===== config.mk =====
export PLATFORM = sky130hd
export DESIGN_NAME = fbod_host
export DESIGN_NICKNAME = d
export VERILOG_FILES = /design/src/hdl/fbod_pkg.sv /design/src/hdl/fbod_host.sv
export SDC_FILE = /design/constraint.sdc
export NUM_CORES = 1
export LEC_CHECK = 0
export BUFFER_PORTS_ARGS = -buffer_cell sky130_fd_sc_hd__buf_2
export CAP_MARGIN = 20
export CORE_AREA = 2 2 110 112
export DETAILED_ROUTE_END_ITERATION = 6
export DIE_AREA = 0 0 112 114
export PLACE_DENSITY_LB_ADDON = 0.12
export SLEW_MARGIN = 30
export SYNTH_ARGS = -nofsm -noshare
export SYNTH_HDL_FRONTEND = slang
export SYNTH_SLANG_ARGS = --single-unit

===== constraint.sdc =====
create_clock -name i_ref_clk -period 4.5 [get_ports i_ref_clk]
set_input_delay 0.225 -clock i_ref_clk [delete_from_list [all_inputs] [get_ports i_ref_clk]]
set_output_delay 0.225 -clock i_ref_clk [all_outputs]
set_load 0.05 [all_outputs]

===== src/hdl/fbod_pkg.sv =====
// Constants, operation codes and pin timing for the flash bus host controller
// Operation
// RQ1: Command register is internal, not addressable
// RQ2: Written command latches address and data
// RQ3: Width select high gives sixteen data pins
// RQ4: Width select low gives eight data pins
// RQ5: Byte mode floats 8-14, pin 15 addresses
// RQ6: Word uses 17 address bits, byte 18
// RQ7: Read: select and output enable low
// RQ8: Select powers device, output enable gates data
// RQ9: Reset returns device to array read
// RQ10: Array read needs no prior command
// RQ11: Array read holds until a command write
// RQ12: Write: write enable, select low, OE high
// RQ13: Program data width follows width select
// RQ14: Fast program needs two writes, not four
// RQ15: Erase one sector, several, or all
// RQ16: Sector named by its upper address bits
// RQ17: Identification codes come on low byte
// RQ18: Protect: high voltage reset, A6 low write
// RQ19: Unprotect: same cycle with A6 high
// RQ20: Hardware reset pin is active low
// RQ21: Output enable high floats data outputs
// RQ22: Reset low aborts, floats, ignores cycles
// RQ23: Select high means standby, outputs float
// RQ24: Never output and write enable together
// RQ25: High voltage reset unlocks protected sectors
package fbod_pkg;
    localparam int CLK_NS = 10;
    localparam int T_ACC_NS = 120;
    localparam int T_WP_NS = 50;
    localparam int T_SETUP_NS = 10;
    localparam int T_RP_NS = 500;
    localparam int T_RH_NS = 50;
    localparam int T_HV_NS = 100;
    localparam int ACC_CYC = (T_ACC_NS + CLK_NS - 1) / CLK_NS;
    localparam int WP_CYC = (T_WP_NS + CLK_NS - 1) / CLK_NS;
    localparam int SETUP_CYC = (T_SETUP_NS + CLK_NS - 1) / CLK_NS;
    localparam int RP_CYC = (T_RP_NS + CLK_NS - 1) / CLK_NS;
    localparam int RH_CYC = (T_RH_NS + CLK_NS - 1) / CLK_NS;
    localparam int HV_CYC = (T_HV_NS + CLK_NS - 1) / CLK_NS;
    localparam int CNT_W = 8;
    localparam int ADDR_W = 18;
    localparam int PIN_ADDR_W = 17;
    localparam int DATA_W = 16;
    localparam int BIT_A6 = 6;
    localparam int BIT_A1 = 1;
    localparam int BIT_A0 = 0;
    localparam logic [DATA_W-1:0] OE_WORD = 16'hFFFF;
    localparam logic [DATA_W-1:0] OE_BYTE = 16'h80FF;
    localparam logic [DATA_W-1:0] OE_BYTE_RD = 16'h8000;

    typedef enum logic [2:0] {
        FBOD_OP_READ = 3'h0,
        FBOD_OP_WRITE = 3'h1,
        FBOD_OP_PROTECT = 3'h2,
        FBOD_OP_UNPROTECT = 3'h3,
        FBOD_OP_RESET = 3'h4
    } fbod_op_t;

    typedef enum logic [2:0] {
        FBOD_ST_IDLE = 3'h0,
        FBOD_ST_SETUP = 3'h1,
        FBOD_ST_READ = 3'h2,
        FBOD_ST_STROBE = 3'h3,
        FBOD_ST_HOLD = 3'h4,
        FBOD_ST_RST_LOW = 3'h5,
        FBOD_ST_RST_REC = 3'h6
    } fbod_state_t;
endpackage


===== src/hdl/fbod_host.sv =====
// Host controller that runs read, write, protect and reset cycles on the flash pins
module fbod_host (
    // Clock, reset, enable
    input wire logic i_ref_clk,
    input wire logic i_rst,
    input wire logic i_clk_en,
    // User request
    input wire logic i_req,
    input wire fbod_pkg::fbod_op_t i_req_op,
    input wire logic [fbod_pkg::ADDR_W-1:0] i_req_addr,
    input wire logic [fbod_pkg::DATA_W-1:0] i_req_data,
    input wire logic i_byte_mode,
    // User answer
    output logic o_req_ready,
    output logic o_done,
    output logic [fbod_pkg::DATA_W-1:0] o_rdata,
    // Flash control pins
    output logic o_chip_sel_n,
    output logic o_out_en_n,
    output logic o_wr_en_n,
    output logic o_reset_n,
    output logic o_high_voltage_level,
    output logic o_width_word,
    output logic [fbod_pkg::PIN_ADDR_W-1:0] o_addr,
    // Flash data pins
    input wire logic [fbod_pkg::DATA_W-1:0] i_data_pins,
    output logic [fbod_pkg::DATA_W-1:0] o_data_pins,
    output logic [fbod_pkg::DATA_W-1:0] o_data_pins_oe,
    // Ready/busy from flash
    input wire logic i_ready_busy_n
);
    import fbod_pkg::*;

    fbod_state_t state;
    fbod_state_t next_state;
    fbod_op_t op;
    logic [ADDR_W-1:0] addr;
    logic [DATA_W-1:0] wdata;
    logic byte_mode;
    logic [CNT_W-1:0] cnt;
    logic [CNT_W-1:0] next_cnt;

    function automatic logic [CNT_W-1:0] cyc(input int n);
        return CNT_W'(n - 1);
    endfunction

    function automatic logic [CNT_W-1:0] dec(input logic [CNT_W-1:0] c);
        return c - 1'b1;
    endfunction

    // States in which the flash is selected
    function automatic logic is_cycle(input fbod_state_t s);
        return (s == FBOD_ST_SETUP) || (s == FBOD_ST_READ) || (s == FBOD_ST_STROBE) || (s == FBOD_ST_HOLD);
    endfunction

    // Protect address: A6 picks protect or unprotect, A1 high, A0 low.
    // In byte mode the pins sit one bit up, above the lane-select bit
    function automatic logic [ADDR_W-1:0] prot_addr(input logic [ADDR_W-1:0] a, input logic unprot,
                                                    input logic bytes);
        logic [ADDR_W-1:0] r;
        int sh;
        r = a;
        sh = int'(bytes);
        r[BIT_A6 + sh] = unprot; // RQ18 RQ19
        r[BIT_A1 + sh] = 1'b1; // RQ18
        r[BIT_A0 + sh] = 1'b0; // RQ18
        return r;
    endfunction

    wire is_hv = (op == FBOD_OP_PROTECT) || (op == FBOD_OP_UNPROTECT);
    wire is_rd = (op == FBOD_OP_READ);
    wire cnt_zero = (cnt == '0);
    wire take = i_clk_en && o_req_ready && i_req;
    wire hv_take = (i_req_op == FBOD_OP_PROTECT) || (i_req_op == FBOD_OP_UNPROTECT);
    // Protect bits set before latching, so the pins need no later patching
    wire [ADDR_W-1:0] take_addr = hv_take ?
                                  prot_addr(i_req_addr, i_req_op == FBOD_OP_UNPROTECT, i_byte_mode) : i_req_addr;
    wire in_cycle = is_cycle(state);
    // Word address from upper bits in byte mode; lowest bit rides on pin 15
    wire [PIN_ADDR_W-1:0] pin_addr = byte_mode ? addr[ADDR_W-1:1] : addr[PIN_ADDR_W-1:0]; // RQ6
    wire drive_data = in_cycle && !is_rd;
    wire [DATA_W-1:0] wr_oe = byte_mode ? OE_BYTE : OE_WORD; // RQ3 RQ4 RQ13
    wire [DATA_W-1:0] rd_oe = byte_mode ? OE_BYTE_RD : '0; // RQ5
    wire [DATA_W-1:0] wr_pins = byte_mode ? {addr[0], 7'h00, wdata[7:0]} : wdata; // RQ5
    wire [DATA_W-1:0] rd_pins = byte_mode ? {addr[0], 15'h0000} : '0;
    // Identification codes and byte reads only use the low lane
    wire [DATA_W-1:0] rd_capt = byte_mode ? {8'h00, i_data_pins[7:0]} : i_data_pins; // RQ17

    // Every phase counts enabled cycles only, so a low enable stretches it
    always_comb begin
        next_state = state;
        next_cnt = cnt;
        unique case (state)
            FBOD_ST_IDLE: begin
                if (take) begin
                    if (i_req_op == FBOD_OP_RESET) begin
                        next_state = FBOD_ST_RST_LOW;
                        next_cnt = cyc(RP_CYC);
                    end else begin
                        next_state = FBOD_ST_SETUP;
                        next_cnt = hv_take ? cyc(HV_CYC) : cyc(SETUP_CYC);
                    end
                end
            end
            FBOD_ST_SETUP: begin
                if (cnt_zero) begin
                    next_state = is_rd ? FBOD_ST_READ : FBOD_ST_STROBE;
                    next_cnt = is_rd ? cyc(ACC_CYC) : cyc(WP_CYC);
                end else begin
                    next_cnt = dec(cnt);
                end
            end
            FBOD_ST_READ, FBOD_ST_STROBE: begin
                if (cnt_zero) begin
                    next_state = FBOD_ST_HOLD;
                end else begin
                    next_cnt = dec(cnt);
                end
            end
            FBOD_ST_HOLD: begin
                next_state = FBOD_ST_IDLE;
            end
            FBOD_ST_RST_LOW: begin
                if (cnt_zero) begin
                    next_state = FBOD_ST_RST_REC;
                    next_cnt = cyc(RH_CYC);
                end else begin
                    next_cnt = dec(cnt);
                end
            end
            FBOD_ST_RST_REC: begin
                if (cnt_zero) begin
                    next_state = FBOD_ST_IDLE;
                end else begin
                    next_cnt = dec(cnt);
                end
            end
            default: begin
                next_state = FBOD_ST_IDLE;
            end
        endcase
    end

    always_ff @(posedge i_ref_clk) begin
        if (i_rst) begin
            state <= FBOD_ST_IDLE;
            cnt <= '0;
        end else if (i_clk_en) begin
            state <= next_state;
            cnt <= next_cnt;
        end
    end

    // Request latched once so pins stay stable for the whole cycle
    always_ff @(posedge i_ref_clk) begin
        if (i_rst) begin
            op <= FBOD_OP_READ;
            addr <= '0;
            wdata <= '0;
            byte_mode <= 1'b0;
        end else if (take) begin
            op <= i_req_op;
            addr <= take_addr;
            wdata <= i_req_data;
            byte_mode <= i_byte_mode;
        end
    end

    // Pin levels for the coming cycle, registered so the flash sees clean edges
    wire next_done = (state == FBOD_ST_HOLD) || (state == FBOD_ST_RST_REC && cnt_zero);
    // Last access cycle: output enable is still low at this edge
    wire capt_rd = (state == FBOD_ST_READ) && cnt_zero;
    wire next_chip_sel_n = !is_cycle(next_state); // RQ8 RQ23
    wire next_out_en_n = !(next_state == FBOD_ST_READ && is_rd); // RQ7 RQ21
    // Write enable only while output enable is high
    wire next_wr_en_n = !(next_state == FBOD_ST_STROBE); // RQ12 RQ24 RQ14
    wire next_reset_n = !(next_state == FBOD_ST_RST_LOW); // RQ20 RQ22 RQ9
    // High voltage rises with select, so it is settled before the write strobe
    wire next_hv = in_cycle ? is_hv : (take && hv_take); // RQ18 RQ25
    wire next_width_word = take ? !i_byte_mode : !byte_mode; // RQ3 RQ4
    wire [DATA_W-1:0] next_pins = drive_data ? wr_pins : rd_pins;
    // Host lanes released the cycle after select rises, while the flash floats in standby, so they never fight it
    wire [DATA_W-1:0] next_pins_oe = in_cycle ? (drive_data ? wr_oe : rd_oe) : '0;

    always_ff @(posedge i_ref_clk) begin
        if (i_rst) begin
            o_rdata <= '0;
            o_done <= 1'b0;
        end else if (i_clk_en) begin
            o_done <= next_done;
            if (capt_rd) begin
                o_rdata <= rd_capt; // RQ10
            end
        end
    end

    always_ff @(posedge i_ref_clk) begin
        if (i_rst) begin
            o_chip_sel_n <= 1'b1;
            o_out_en_n <= 1'b1;
            o_wr_en_n <= 1'b1;
            o_reset_n <= 1'b1;
            o_high_voltage_level <= 1'b0;
            o_width_word <= 1'b1;
            o_addr <= '0;
            o_data_pins <= '0;
            o_data_pins_oe <= '0;
        end else if (i_clk_en) begin
            o_chip_sel_n <= next_chip_sel_n;
            o_out_en_n <= next_out_en_n;
            o_wr_en_n <= next_wr_en_n;
            o_reset_n <= next_reset_n;
            o_high_voltage_level <= next_hv;
            o_width_word <= next_width_word;
            o_addr <= pin_addr; // RQ16
            o_data_pins <= next_pins;
            o_data_pins_oe <= next_pins_oe;
        end
    end

    // New requests wait for idle; busy flash is polled by the user
    assign o_req_ready = (state == FBOD_ST_IDLE) && !i_rst;

    // Busy pin not watched: completion is polled by the user through status reads
    wire unused_rb = i_ready_busy_n;
endmodule


==> key figures, run 1 <==
Drt
  • TritonRoute pass-1 iters: 4
  • Routed len/inst: 14.8 um
  • DR iter-0 viols: 206
  • DRC Markers: 0
  • Detailed Route WL: 11900 um
  • Via/cell ratio: 5.23
  • Antenna-violating nets left: 0
  • Via Count: 4203

Timing
  • Relative slew slack: 33.4%
  • Endpoints failing setup: 0
  • Min Tclk post-route: 2.59 ns
  • FMAX: 387 MHz
  • Fin. Hold Viols: 0
  • Fin Setup TNS: 0 ns
  • Final Slew Violations: 0
  • Setup ws final: 1.91 ns
  • Worst-Margin Slew: 0.997 ns
  • Period Utilization, post-route: 57.5%
  • Layout Skew: 0.00587 ns
  • RSZ-0062 raised after global routing: no
  • WHS: 0.101 ns

Finish
  • NumNets Final: 712
  • Commonest non-fill, non-tap cell in the layout: buf_2
  • Most frequent cells in the layout: buf_2 (129), dfxtp_1 (108), nand2_1 (106)
  • Post-route cell area: 0.00556 sq mm
  • Area Overhead vs Synth: 18.8%
  • Layout fillers: 1195
  • N_diodes: 0
  • Layout cells sized above 1: 24.8%

Power
  • Final Power: 2.09 mW
  • Worst vdd rail ir drop: 0.269 mV
  • P_leak: 2.21 nW
  • Pwr Density: 376 mW/mm^2

Clock network
  • Clock-pin slew on the worst setup and hold paths: 0.07 ns
  • Worst skew pair latency: 0.36 ns
  • CTS Hold Bufs: 0
  • CTS tree: done
  • Htree depth: 3
  • Clock Tree Buf Depth: 2
  • CTS root buf: clkbuf_16
  • CTS Buf Count: 9
  • CTS Sinks: 108
  • Setup Buffers After CTS: 0
  • Resized cells post-CTS: 0

Critical path
  • CP max stage delay: 0.63 ns
  • Critical path required time: 4.72 ns
  • Crit-path max FO: 22
  • Crit end category: flop
  • Worst path cell trace: nor4bb_1 > nand2_1 > buf_4 > a211oi_1 > nor3_1
  • Arrival @ worst endpoint: 2.80 ns
  • Slowest stage cell, crit path: nand2_1
  • Reg-to-reg startpoint: state[2]
  • Worst Setup Path Type: flop to flop
  • R2r endpoint: addr[1]
  • CP Launch Type: flop
  • R2r worst-path depth: 5
  • Reg2reg setup slack: 1.91 ns

Hold path
  • Hold Crit Start: i_req_addr[14]
  • Min-delay worst type: primary input to flop
  • Worst Hold End: addr[14]
  • Hold Path Stages: 3

Die
  • Core area: 0.0117 sq mm
  • Die W: 112 um
  • Die H: 114 um
  • Die Area: 0.0128 sq mm
  • Rows: 40
  • Initial Utilization: 40.0%
  • # IOs: 132

Logic synthesis
  • Cell count after synthesis: 562
  • Register area share after synthesis: 46.2%
  • Synth unique cells: 56
  • YS warnings: 0
  • Asr flop ratio synth: 0%
  • Syn_nets: 622
  • Mapped Area: 0.00468 sq mm
  • Top FF cell, synth: dfxtp_1
  • #FFs+latches synth: 108
  • Post-synth EDFFs: 0
  • Synth Area per Inst: 8.33 sq um

Global routing
  • Vias in the first global route: 3870
  • Pin count of the biggest net entering global routing: 65
  • First-pass GRT wire length: 19100 um
  • GRT Total Usage: 18.6%
  • Global route overflow: 0
  • Antenna violations before repair: 0

Place
  • Area after DPL: 0.00527 sq mm
  • Dpl hpwl: 8020 um
  • Gp weighted congestion: 0.838
  • Pre-CTS WS: 1.70 ns
  • Port bufs: 130

Outcome
  • Outcome: finished, final reports clean

Job
  • MaxCap Viol Count: 0
[kinds of logic (layout without fill, tap and decap cells)]
kind of cell | Yosys count | count (layout) | synth area share, %
buf+inv | 64 | 158 | 6.95
fa+ha+maj | 1 | 1 | 0.267
mux | 19 | 19 | 4.06
simple gates | 225 | 225 | 22.7
flops | 108 | 108 | 46.2
xor+xnor | 2 | 2 | 0.374
compound gates | 143 | 143 | 19.5
[metal layers]
metal | up-vias | GRT usage [%] | part of all wire (%)
met5 | - | 0 | 0
met1 | 1937 | 23.1 | 44
met3 | 14 | 7.49 | 7.1
li1 | 2130 | - | -
met4 | 0 | 4.80 | 1.7
met2 | 122 | 30.4 | 47
[worst max-delay path by stage]
stage	start	end	slack, ns	depth (start not counted)
floorplan	state[0]	o_req_ready	2.46	3
global placement	state[2]	o_reset_n	1.79	5
detailed placement	state[2]	o_reset_n	1.70	5
CTS	state[2]	o_reset_n	1.66	5
global route	state[2]	addr[1]	1.65	5
finish	state[2]	addr[1]	1.91	5
[power breakdown]
group / switching, mW / internal, mW
Clock: 0.354 / 0.444
Sequential: 0.0279 / 0.984
Combinational: 0.191 / 0.0904
[synth_stat cells, types with 5 or more instances]
master	count	share of area (%)
inv_1	5	0.40
dfxtp_1	108	46
nor2_1	60	4.8
mux2i_1	19	4.1
nand3b_1	9	1.4
a21oi_1	63	6.7
nor3_1	11	1.2
buf_4	16	2.6
a22oi_1	16	2.6
a211oi_1	19	3.0
nand2_1	106	8.5
clkbuf_1	29	2.3
buf_2	8	0.85
a311oi_1	5	0.94
o21ai_0	15	1.6
nand3_1	8	0.85
[cell type report]
class	instances	area, sq um	area share [%]
multi-input combinational	390	2200	39.5
sequential	108	2160	38.9
timing repair buffer	137	706	12.7
clock buffer	11	243	4.36
tap	147	184	3.31
clock inverter	4	48.8	0.877
inverter	6	22.5	0.405
[flip-flops by register name, summed over array words and instances, names as in the netlist, 3 cells and up]
| register | count |
|---|---|
| addr | 18 |
| o_addr | 17 |
| o_data_pins | 16 |
| o_rdata | 16 |
| wdata | 16 |
| cnt | 8 |
| o_data_pins_oe | 3 |
| op | 3 |
| state | 3 |
[per-stage QoR]
step | utilization, % | std cells
final | 47.5 | 803
after global routing | 47.5 | 803
after CTS | 47.5 | 803
after detailed placement | 45.0 | 788
after global placement | 45.0 | 788
after floorplan | - | 562
[worst max-delay path: cells and delay by family, from the launching register on]
family / cells / cell delay, ns
simple gates: 3 / 1.23
flops: 1 / 0.54
compound gates: 1 / 0.24
buf+inv: 1 / 0.44
(Power assumes the default switching activity.)
==> run 2, diff against run 1 <==
==> constraint.sdc (replaced) <==
create_clock -name i_ref_clk -period 2.4 [get_ports i_ref_clk]
set_input_delay 0.12 -clock i_ref_clk [delete_from_list [all_inputs] [get_ports i_ref_clk]]
set_output_delay 0.12 -clock i_ref_clk [all_outputs]
set_load 0.05 [all_outputs]
==> key figures, run 2 (synthesis results as in run 1) <==
Outcome
  • Outcome: finished, final reports clean

Timing
  • Setup ws final: 0.140 ns
  • Worst-Margin Slew: 0.584 ns
  • Fin Setup TNS: 0 ns
  • Fin. Hold Viols: 0
  • Endpoints failing setup: 0
  • FMAX: 442 MHz
  • Final Slew Violations: 0
  • Relative slew slack: 61.0%
  • Layout Skew: 0.00542 ns
  • RSZ-0062 raised after global routing: no
  • Min Tclk post-route: 2.26 ns
  • Period Utilization, post-route: 94.2%

Drt
  • Via/cell ratio: 5.10
  • TritonRoute pass-1 iters: 4
  • Detailed Route WL: 12100 um
  • DRC Markers: 0
  • Routed len/inst: 14.3 um
  • DR iter-0 viols: 232
  • Via Count: 4313
  • Antenna-violating nets left: 0

Finish
  • Utilization after layout: 50.5%
  • N_diodes: 0
  • NumNets Final: 753
  • Most frequent cells in the layout: buf_2 (129), dfxtp_1 (108), nand2_1 (106)
  • Largest register by flop count: addr
  • Layout fillers: 1158
  • Layout cells sized above 1: 25.5%
  • Biggest regs: addr x18, o_addr x17
  • Commonest non-fill, non-tap cell in the layout: buf_2
  • Max reg flops: 18
  • Area Overhead vs Synth: 26.4%
  • Non-filler cells in the finished layout: 845

Die
  • Rows: 40
  • Die H: 114 um
  • Core area: 0.0117 sq mm
  • Die Area: 0.0128 sq mm
  • Initial Utilization: 40.0%
  • # IOs: 132
  • Die W: 112 um

Clock network
  • CTS tree: done
  • CTS root buf: clkbuf_16
  • CTS Sinks: 108
  • CTS Buf Count: 9
  • Worst skew pair latency: 0.35 ns
  • Clock Tree Buf Depth: 2
  • Htree depth: 3
  • Clock-pin slew on the worst setup and hold paths: 0.07 ns

Critical path
  • Critical path buffers and inverters: 2
  • Worst path cell trace: inv_1 > ha_1 > or4b_1 > buf_4 > o21ai_0 > o22ai_1 > a41oi_1 > or2_2
  • Slowest stage cell, crit path: or4b_1
  • CP max stage delay: 0.45 ns
  • Arrival @ worst endpoint: 2.56 ns
  • Worst Setup Path Type: flop to flop
  • Crit-path max FO: 10
  • CP top delay family: compound AO/OA/AOI/OAI gates
  • CP Launch Type: flop
  • Critical path required time: 2.70 ns
  • Crit end category: flop

Global routing
  • Pin count of the biggest net entering global routing: 53
  • GRT Total Usage: 19.0%
  • First-pass GRT wire length: 19600 um
  • Global route overflow: 0
  • Antenna violations before repair: 0
  • Vias in the first global route: 4030

Power
  • Power Internal: 2.77 mW
  • Switching Share: 28.2%
  • Combinational share of power: 15.5%
  • Clk pwr share: 35.8%
  • Worst vdd rail ir drop: 0.458 mV
  • Net switching power: 1.09 mW
  • Final Power: 3.86 mW
  • Pwr Density: 652 mW/mm^2
  • Seq pwr share: 48.8%
  • P_leak: 2.38 nW

Place
  • Pre-CTS WS: 0.104 ns
  • Gp weighted congestion: 0.823
  • Dpl hpwl: 8200 um
  • DP Cell Count: 804
  • Port bufs: 130

Job
  • MaxCap Viol Count: 0

Hold path
  • Min-delay worst type: primary input to flop
run 2: cell count changes in the layout (fill, tap and decap cells not counted), sizes merged:
cell	change
bufinv	-1
buf	+16
dlygate4sd3	+25
clkinvlp	+1
clkinv	+1
run 2: layer usage:
| metal | global-route usage [%] | vias up | wire [um] | share of wire (%) |
|---|---|---|---|---|
| met5 | 0 | - | 0 | 0 |
| met4 | 6.34 | 0 | 199 | 1.6 |
| met3 | 5.53 | 18 | 781 | 6.5 |
| met2 | 30.9 | 124 | 5650 | 47 |
| met1 | 24.4 | 1962 | 5440 | 45 |
| li1 | - | 2209 | - | - |
run 2: what timing repair did:
action,in CTS,in global routing
resized for setup,0,1
setup buffers,0,0
hold buffers,25,0
endpoints found under the hold margin,25,0
setup endpoints to repair,0,16
run 2: worst reg2reg max path: cells and delay by family, from the launching register on:
kind            cells  cell delay [ns]
flops               1             0.32
fa+ha+maj           1             0.24
compound gates      3             0.82
simple gates        2             0.57
buf+inv             2             0.27
run 2: final timing paths:
check,start,to,slack (ns),cells after the start
setup / recovery,cnt[0],o_out_en_n,0.14,8
hold / removal,i_req_data[1],wdata[1],0.02,3
setup reg to reg,cnt[0],o_out_en_n,0.14,8
hold reg to reg,o_rdata[13],o_rdata[13],0.45,2
run 2: per-stage QoR:
step	hold WS (ns)	cell area, sq um
2_1_floorplan	0.256	4680
3_5_place_dp	0.366	5390
3_3_place_gp	0.361	5390
5_1_grt	0.00852	5920
4_1_cts	0.00194	5910
6_report	0.0151	5920
run 2: final cells by class:
| class | instances | area (sq um) | area share (%) |
|---|---|---|---|
| Inverter | 6 | 22.5 | 0.380 |
| Timing Repair Buffer | 178 | 1080 | 18.2 |
| Sequential cell | 108 | 2160 | 36.5 |
| Clock buffer | 11 | 233 | 3.93 |
| Clock inverter | 5 | 37.5 | 0.634 |
| Multi-Input combinational cell | 390 | 2200 | 37.2 |
| Tap cell | 147 | 184 | 3.11 |
run 2: power groups by stage:
stage | clock network (mW) | registers [mW] | logic (mW)
global placement | 0 | 1.92 | 0.560
CTS | 1.42 | 1.88 | 0.596
detailed placement | 0 | 1.92 | 0.563
finish | 1.38 | 1.88 | 0.597
floorplan | 0 | 2.00 | 0.326
global route | 1.49 | 1.89 | 0.653
